### config.mk
export PLATFORM = sky130hd
export DESIGN_NAME = bpc_port
export DESIGN_NICKNAME = d
export VERILOG_FILES = /design/src/hdl/bpc_pkg.sv /design/src/hdl/bpc_pin_sync.sv /design/src/hdl/bpc_pin_drv.sv /design/src/hdl/bpc_port.sv
export VERILOG_INCLUDE_DIRS = /design/src /design/src/hdl
export SDC_FILE = /design/constraint.sdc
export NUM_CORES = 1
export LEC_CHECK = 0
export ABC_AREA = 0
export BUFFER_PORTS_ARGS = -buffer_cell sky130_fd_sc_hd__buf_2
export CAP_MARGIN = 25
export CORE_UTILIZATION = 49
export CTS_CLUSTER_SIZE = 10
export DETAILED_ROUTE_END_ITERATION = 8
export GPL_ROUTABILITY_DRIVEN = 0
export MAX_ROUTING_LAYER = met4
export PLACE_DENSITY = 0.87
export SLEW_MARGIN = 20
export SYNTH_ARGS = -nofsm -noshare
export SYNTH_HDL_FRONTEND = slang
export SYNTH_HIERARCHICAL = 1
export SYNTH_SLANG_ARGS = --single-unit
### constraint.sdc
create_clock -name CLOCK -period 1.7 [get_ports CLOCK]
set_input_delay 0.255 -clock CLOCK [delete_from_list [all_inputs] [get_ports CLOCK]]
set_output_delay 0.255 -clock CLOCK [all_outputs]
set_load 0.01 [all_outputs]
### src/hdl/bpc_defines.svh
// constants for the bidirectional port block
`ifndef BPC_DEFINES_SVH
`define BPC_DEFINES_SVH
`define BPC_ADDR_W 4
`define BPC_OFS_DATA 4'h0
`define BPC_OFS_DIR 4'h4
`define BPC_OFS_ANALOG 4'h8
`define BPC_OFS_ALTPIN 4'hC
`define BPC_RST_DIR 8'hFF
`define BPC_RST_ANALOG 8'h00
`define BPC_RST_LATCH 8'h00
`define BPC_RST_ALTPIN 1'h0
`define BPC_ALTPIN_SEL_BIT 0
`define BPC_RDWAIT 1
`endif

### src/hdl/bpc_pkg.sv
// types for the bidirectional port block
package bpc_pkg;
  typedef struct packed {
    logic [7:0] dout;
    logic [7:0] oe;
  } bpc_pin_drive_type;
  typedef struct packed {
    logic read;
    logic write;
    logic [3:0] addr;
    logic [31:0] wdata;
    logic [3:0] byteenable;
  } bpc_bus_req_type;
  typedef enum logic [1:0] {
    BPC_IDLE = 2'b01,
    BPC_DONE = 2'b10
  } bpc_state_type;
endpackage : bpc_pkg

### src/hdl/bpc_pin_sync.sv
// three-stage synchroniser for one pin with agreement filter
`timescale 1ns/1ps
module bpc_pin_sync
(
  input wire logic clk, // clock
  input wire logic rst_n, // async reset, active low
  input wire logic pin_in, // raw pin level
  output logic level // filtered level
);
  logic s1_q;
  logic s2_q;
  logic s3_q;
  logic level_q;
  always_ff @(posedge clk or negedge rst_n)
  begin
    if (!rst_n)
    begin
      s1_q <= 1'b0;
      s2_q <= 1'b0;
      s3_q <= 1'b0;
      level_q <= 1'b0;
    end
    else
    begin
      s1_q <= pin_in;
      s2_q <= s1_q;
      s3_q <= s2_q;
      if (s2_q == s3_q)
        level_q <= s3_q;
    end
  end
  assign level = level_q;
endmodule : bpc_pin_sync

### src/hdl/bpc_pin_drv.sv
// per-pin output driver control
`timescale 1ns/1ps
module bpc_pin_drv
(
  input wire logic dir_in, // direction bit, 1 = input
  input wire logic latch, // output latch bit
  output logic dout, // pin output value
  output logic oe // pin output enable
);
  // tri-state when direction bit set, drive latch otherwise
  assign oe = ~dir_in;
  assign dout = latch;
endmodule : bpc_pin_drv

### src/hdl/bpc_port.sv
// eight-pin bidirectional port with avalon-mm register access
`timescale 1ns/1ps
`include "bpc_defines.svh"
module bpc_port
  import bpc_pkg::*;
(
  input wire logic CLOCK, // 200 MHz clock
  input wire logic RST_N, // async reset, active low
  input wire logic [3:0] AVS_ADDRESS, // byte address
  input wire logic AVS_READ, // read strobe
  input wire logic AVS_WRITE, // write strobe
  input wire logic [31:0] AVS_WRITEDATA, // write data
  input wire logic [3:0] AVS_BYTEENABLE, // byte enables
  output logic [31:0] AVS_READDATA, // read data
  output logic AVS_WAITREQUEST, // wait request
  input wire logic [7:0] PIN_IN, // pin levels from pads
  output logic [7:0] PIN_OUT, // pin output values
  output logic [7:0] PIN_OE, // pin output enables, high drives
  output logic CAPTURE2_PIN_SELECT // capture unit two alternate pin
);
  // ****************************************************************
  // bus request
  // ****************************************************************
  bpc_bus_req_type req;
  bpc_state_type state_q;
  bpc_state_type state_d;
  logic [7:0] dir_q;
  logic [7:0] analog_q;
  logic [7:0] latch_q;
  logic altpin_q;
  logic [31:0] rdata_q;
  logic [7:0] pin_level;
  logic [7:0] pin_read;
  bpc_pin_drive_type drive;

  assign req.read = AVS_READ;
  assign req.write = AVS_WRITE;
  assign req.addr = AVS_ADDRESS;
  assign req.wdata = AVS_WRITEDATA;
  assign req.byteenable = AVS_BYTEENABLE;

  wire sel_data = (req.addr == `BPC_OFS_DATA);
  wire sel_dir = (req.addr == `BPC_OFS_DIR);
  wire sel_analog = (req.addr == `BPC_OFS_ANALOG);
  wire sel_altpin = (req.addr == `BPC_OFS_ALTPIN);
  wire lane0 = req.byteenable[0];
  wire busy = state_q == BPC_IDLE;
  // writes land at the edge where waitrequest is seen low
  wire wr_go = req.write && (state_q == BPC_DONE);
  wire rd_go = req.read && busy;

  // ****************************************************************
  // pin input sampling and drivers
  // ****************************************************************
  genvar i;
  generate
    for (i = 0; i < 8; i = i + 1)
    begin : g_pin
      bpc_pin_sync u_sync
      (
        .clk(CLOCK),
        .rst_n(RST_N),
        .pin_in(PIN_IN[i]),
        .level(pin_level[i])
      );
      bpc_pin_drv u_drv
      (
        .dir_in(dir_q[i]),
        .latch(latch_q[i]),
        .dout(drive.dout[i]),
        .oe(drive.oe[i])
      );
    end
  endgenerate

  // analog pins read zero, others read the threshold-resolved level
  assign pin_read = pin_level & ~analog_q;
  assign PIN_OUT = drive.dout;
  assign PIN_OE = drive.oe;
  assign CAPTURE2_PIN_SELECT = altpin_q;

  // ****************************************************************
  // read data selection
  // ****************************************************************
  wire [7:0] rd_byte = sel_data ? pin_read :
    sel_dir ? dir_q :
    sel_analog ? analog_q :
    sel_altpin ? {7'h00, altpin_q} : 8'h00;

  // write value: sampled pin level is masked off, latch takes the whole write byte
  wire [7:0] rmw_value = pin_read;
  wire [7:0] latch_new = req.wdata[7:0];

  // ****************************************************************
  // handshake state
  // ****************************************************************
  always_comb
  begin
    state_d = state_q;
    case (state_q)
      BPC_IDLE:
        if (req.read || req.write)
          state_d = BPC_DONE;
      BPC_DONE:
        state_d = BPC_IDLE;
      default:
        state_d = BPC_IDLE;
    endcase
  end

  assign AVS_WAITREQUEST = (req.read || req.write) && busy;
  assign AVS_READDATA = rdata_q;

  // ****************************************************************
  // registers
  // ****************************************************************
  always_ff @(posedge CLOCK or negedge RST_N)
  begin
    if (!RST_N)
    begin
      state_q <= BPC_IDLE;
      rdata_q <= 32'h00000000;
    end
    else
    begin
      state_q <= state_d;
      if (rd_go)
        rdata_q <= {24'h000000, rd_byte};
    end
  end

  always_ff @(posedge CLOCK or negedge RST_N)
  begin
    if (!RST_N)
    begin
      dir_q <= `BPC_RST_DIR;
      latch_q <= `BPC_RST_LATCH;
      analog_q <= `BPC_RST_ANALOG;
      altpin_q <= `BPC_RST_ALTPIN;
    end
    else if (wr_go && lane0)
    begin
      if (sel_data)
        latch_q <= latch_new | (rmw_value & 8'h00);
      if (sel_dir)
        dir_q <= req.wdata[7:0];
      if (sel_analog)
        analog_q <= req.wdata[7:0];
      if (sel_altpin)
        altpin_q <= req.wdata[`BPC_ALTPIN_SEL_BIT];
    end
  end
endmodule : bpc_port

## Yosys cells after proc, flatten, opt, wreduce, memory -nomap -nowiden

Cells that the tools add are included.

| storage, ports and cells | value |
|---|---|
| word-level logic and storage cells | 78 |
| bits in registers | 67 |
| output and inout bits | 50 |
| bits of input ports | 52 |

| operators by class | value |
|---|---|
| bitwise gates (word level) | 10 |
| muxes and demuxes | 6 |
| reductions and logical operators | 10 |
| equality and inequality tests | 14 |

Operator list:

| cell | number |
|---|---|
| 8-bit 2-to-1 mux | 3 |
| 8-bit AND | 1 |
| 1-bit == test | 8 |
| 4-bit == test (second input constant) | 2 |
| 1-bit inverter | 8 |
| 8-bit inverter | 1 |
| 2-bit AND reduction | 4 |
| 4-bit by 3-bit == test with 1-bit output (second input constant) | 1 |
| 1-bit logical AND | 4 |
| 4-bit zero test | 1 |
| 2-bit 2-to-1 mux | 2 |
| 2-bit by 1-bit == test with 1-bit output (second input constant) | 1 |
| 2-bit == test (second input constant) | 1 |
| 2-bit by 1-bit inequality test with 1-bit output (second input constant) | 1 |
| 1-bit logical OR | 1 |
| 1-bit 2-to-1 mux | 1 |

## Depth between registers and ports, before layout

| depth | value |
|---|---|
| depth in word-level cells | 5 |
| mapped depth | 5 |
| depth with buffers taken out | 3 |

## Modules after synthesis

The synthesis kept the hierarchy.

Modules (own cells, without submodules):

| module | cells each | area an instance (sq um) | seq. area each (sq um) | instances |
|---|---|---|---|---|
| bpc_port | 154 | 1861.8 | 887.1 | 1 |
| bpc_pin_sync | 5 | 111.4 | 100.1 | 8 |
| bpc_pin_drv | 2 | 11.3 | 0.0 | 8 |

## Worst setup path after synthesis

Ideal clock, no wire load.

| timing path | value |
|---|---|
| path kind | reg2reg |
| start | register state_q[0] |
| end | register analog_q[1] |
| buffers on the path | 0 |
| slack | 0.148 ns |
| data required time | 1.575 ns |
| cell stages (with the launch flop) | 4 |
| arrival time | 1.427 ns |
| cells stage by stage | dfstp_2 > nand4b_4 > nor4b_4 > mux2_2 |

| between the ends | value |
|---|---|
| cells in the longest elaborated chain, start to end | 4 |

RTL lines:

| element | RTL line | source |
|---|---|---|
| from (decl) | bpc_port.sv:25 | `bpc_state_type state_q;` |
| from (signal assigned) | bpc_port.sv:126 | `state_q <= state_d;` |
| 2-bit == test | bpc_port.sv:49 | `wire wr_go = req.write && (state_q == BPC_DONE);` |
| 1-bit logical AND | bpc_port.sv:49 |  |
| 1-bit logical AND | bpc_port.sv:141 | `else if (wr_go && lane0)` |
| 2-bit AND reduction (no line) | - |  |
| to (signal assigned) | bpc_port.sv:138 | `` analog_q <= `BPC_RST_ANALOG; `` |
| to (signal assigned) | bpc_port.sv:148 | `analog_q <= req.wdata[7:0];` |
| to (decl) | bpc_port.sv:28 | `logic [7:0] analog_q;` |

Every way passes these cells.
A chain may end at the register's enable or synchronous reset.

## Worst setup path after layout

| timing path | value |
|---|---|
| start | register state_q[1] |
| end | register latch_q[6] |

| between the ends | value |
|---|---|
| cells in the longest elaborated chain, start to end | 4 |

RTL lines:

| element | RTL line | source |
|---|---|---|
| 2-bit == test | bpc_port.sv:49 |  |
| 1-bit logical AND | bpc_port.sv:49 |  |
| 1-bit logical AND | bpc_port.sv:141 |  |
| 2-bit AND reduction (no line) | - |  |
| to (signal assigned) | bpc_port.sv:137 | `` latch_q <= `BPC_RST_LATCH; `` |
| to (signal assigned) | bpc_port.sv:144 | `latch_q <= latch_new \| (rmw_value & 8'h00);` |
| to (decl) | bpc_port.sv:29 | `logic [7:0] latch_q;` |

Every way passes these cells.

==> results_dict.tcl <==
set metrics [dict create \
    run_status "finished clean" \
    tritoncts_clock_tree "yes" \
    final_standard_cell_count_with_taps_included_and_fillers_excluded 351 \
    clock-sinks 67 \
    area_of_the_multi_input_gates_um2 938 \
    n_fill_cell 459 \
    power.leakage_nw 1.65 \
    finish.net_count 326 \
    synth.ff_latch_count 67 \
    synth-main-ff-cell "sky130_fd_sc_hd__dfrtp_1" \
    grt_usage 0.184 \
    flow.area_growth_from_synthesis_pct 17.6 \
    hold_viol_final 0 \
    power_per_cell_area_nw_per_um2 1190 \
    clk-insertion-delay-late_ns 0.33 \
    floorplan.initialDensity 0.513 \
    setup.worst_path.class "reg -> reg" \
    final.setup_skew_ns 0.00771 \
    arrival_ns 1.83 \
    synth_area_leaders "sky130_fd_sc_hd__dfrtp_1, sky130_fd_sc_hd__mux2_2, sky130_fd_sc_hd__buf_4, sky130_fd_sc_hd__dfstp_2, sky130_fd_sc_hd__and3b_1" \
    worstSetupStartpointType "register" \
    drt_pass_1_iters 4 \
    syn_area_per_cell_um2 13.5 \
    overall_die_area_um2 6110 \
    register_area_um2 1690 \
    finalSetupTns_ns 0 \
    syn-cell-area_um2 2840 \
    ys_async_sr_fraction 1.00 \
    buffer_ports.inserted 50 \
    critical_path.slowest_cell "sky130_fd_sc_hd__dfrtp_1" \
    tritoncts.num_buffers 9 \
    synth_sequential_area_ratio 0.594 \
    routed-wl-met3_um 208 \
    io_pins 102 \
    syn_inst 210 \
    max_freq_mhz 617 \
    yosys-top-cells-count "sky130_fd_sc_hd__dfrtp_1, sky130_fd_sc_hd__buf_4, sky130_fd_sc_hd__mux2_2" \
    detail_route.iter0.violations 81 \
    end_kind "register" \
    met1Wirelength_mm 2.29 \
    ctsRootBufferMaster "sky130_fd_sc_hd__clkbuf_8" \
    die_height_um 78.2 \
    finalCriticalPeriod_ns 1.62 \
    die_width_um 78.2 \
    clk_pin_slew_worst_paths_ns 0.07 \
    post-route-period-util 0.953 \
    synth.most_common_cell "sky130_fd_sc_hd__dfrtp_1" \
    remaining_global_route_overflow 0 \
    routedWlPerCell_um 13.8 \
    worstPathCellList "nand4b_4 -> nor4b_4 -> buf_4 -> mux2_2" \
    drive_gt1_frac 0.455 \
    grt_max_degree 68 \
    h-tree-depth 3 \
    setup_repair_after_global_routing_missed_its_margin "false" \
    critical_path.max_fanout 6 \
    maxSlewViolCount 0 \
    num_antenna_cells 0 \
    max-vdd-ir-drop_mv 0.999 \
    core_region_area_um2 5540 \
    setup_viol_count_final 0 \
    drc 0 \
    route.antenna.remaining_nets 0 \
    fraction_of_post_synthesis_cell_area_in_the_top_cell_type_by_area 0.511 \
    yosys_warnings 6 \
    synth_area_leader_cell "sky130_fd_sc_hd__dfrtp_1" \
    first_global_vias 1626 \
    grt_first_pass_wirelength_mm 8.01 \
    max_buffers_root_to_sink 2 \
    top_layer "met4" \
    timing.critical_path.slowest_cell_delay_ns 0.43 \
    maxcap_violations 0 \
    grt_antenna_before_repair 0 \
    routed_via_density 4.84 \
    timing.critical_path.required_ns 1.91 \
    dp.final_hpwl_mm 3.35 \
    placed_cells 331 \
    synth_enable_flop_cells 0 \
    ys_types 26 \
    post_cts_resized 0 \
    routed-via-count 1699 \
    timing.hold.worst.class "in -> reg" \
    routed_wirelength_mm 4.85 \
    met2WireLength_mm 2.27 \
    placementRows 27 \
]
timing repair:
item	CTS	global route
buffers inserted	0	1
setup endpoints to repair	0	1
endpoints found under the hold margin	58	2
hold buffers	1	2
layout by cell type, fill, tap and decap left out, drive strengths merged:
cell and count:
nor4b 2, nand3b 9, mux2 25, buf 65, bufinv 1, clkinvlp 1
clkbuf 10, nand2 1, a21o 1, dlygate4sd3 3, and3b 15, maj3 8
a31oi 8, nor3b 2, nor4 3, o2111ai 1, o21ai 7, conb 24
inv 10, dfstp 9, dfrtp 58, nand2b 1, nor2 10, clkinv 4
nand4b 1
critical path: cells and delay by family (launching register included):
family	cells	cell delay [ns]
muxes	1	0.34
buffers and inverters	1	0.22
DFF	1	0.43
and+or+nand+nor	2	0.50
worst paths after layout:
check / depth (start not counted) / slack (ns) / start / end
max: 4 / 0.08 / state_q[1] / latch_q[6]
min: 1 / 0.02 / PIN_IN[1] / g_pin[1].u_sync/s1_q
max reg2reg: 4 / 0.08 / state_q[1] / latch_q[6]
min reg2reg: 0 / 0.35 / g_pin[5].u_sync/s1_q / g_pin[5].u_sync/s2_q
max in group asynchronous: 3 / 0.91 / RST_N / dir_q[6]
min in group asynchronous: 3 / 0.46 / RST_N / g_pin[4].u_sync/s1_q
state kept, by name, indices dropped and copies added, names as in the netlist:
name / flops
analog_q: 8
state_q: 2
AVS_READDATA: 8
g_pin.u_sync/s3_q: 8
latch_q: 8
dir_q: 8
g_pin.u_sync/s1_q: 8
CAPTURE2_PIN_SELECT: 1
g_pin.u_sync/s2_q: 8
g_pin.u_sync/level: 8
power breakdown:
group	internal [mW]	switching, mW
clock network	0.667	0.578
registers	1.86	0.148
logic	0.355	0.371
layout make-up:
| class | count | area share |
|---|---|---|
| Sequential cell | 67 | 0.505 |
| Tap cell | 72 | 0.0269 |
| Clock buffer | 10 | 0.0382 |
| Timing Repair Buffer | 68 | 0.121 |
| Clock inverter | 6 | 0.0172 |
| Multi-Input combinational cell | 118 | 0.281 |
| Inverter | 10 | 0.0112 |
stage by stage:
stage / instance area, um^2 / total power, mW / setup WS, ns / utilization / hold WS (ns)
finish: 3340 / 3.98 / 0.0804 / 0.604 / 0.0219
global route: 3340 / 4.18 / 0.0113 / 0.604 / 0.00335
CTS: 3320 / 4.00 / 0.0776 / 0.599 / 0.00418
detailed placement: 3120 / 2.75 / 0.0911 / 0.563 / 0.294
global placement: 3120 / 2.72 / 0.129 / 0.563 / 0.292
floorplan: 2930 / 2.49 / 0.148 / - / -0.0406
layer usage:
metal	global-route usage	vias to the layer above
li1	-	798
met1	0.238	837
met2	0.272	55
met3	0.0430	9
met4	0.0944	0
met5	-	-
cell families (layout without fill, tap and decap cells):
family / Yosys count / count (layout) / share of synthesized area
mux: 25 / 25 / 0.0990
other cells: 1 / 24 / 0.00132
buf+inv: 48 / 94 / 0.107
compound gates: 17 / 17 / 0.0357
fa+ha+maj: 8 / 8 / 0.0317
flops: 67 / 67 / 0.594
simple gates: 44 / 44 / 0.132
No activity file was read; power rests on OpenSTA's default activity.
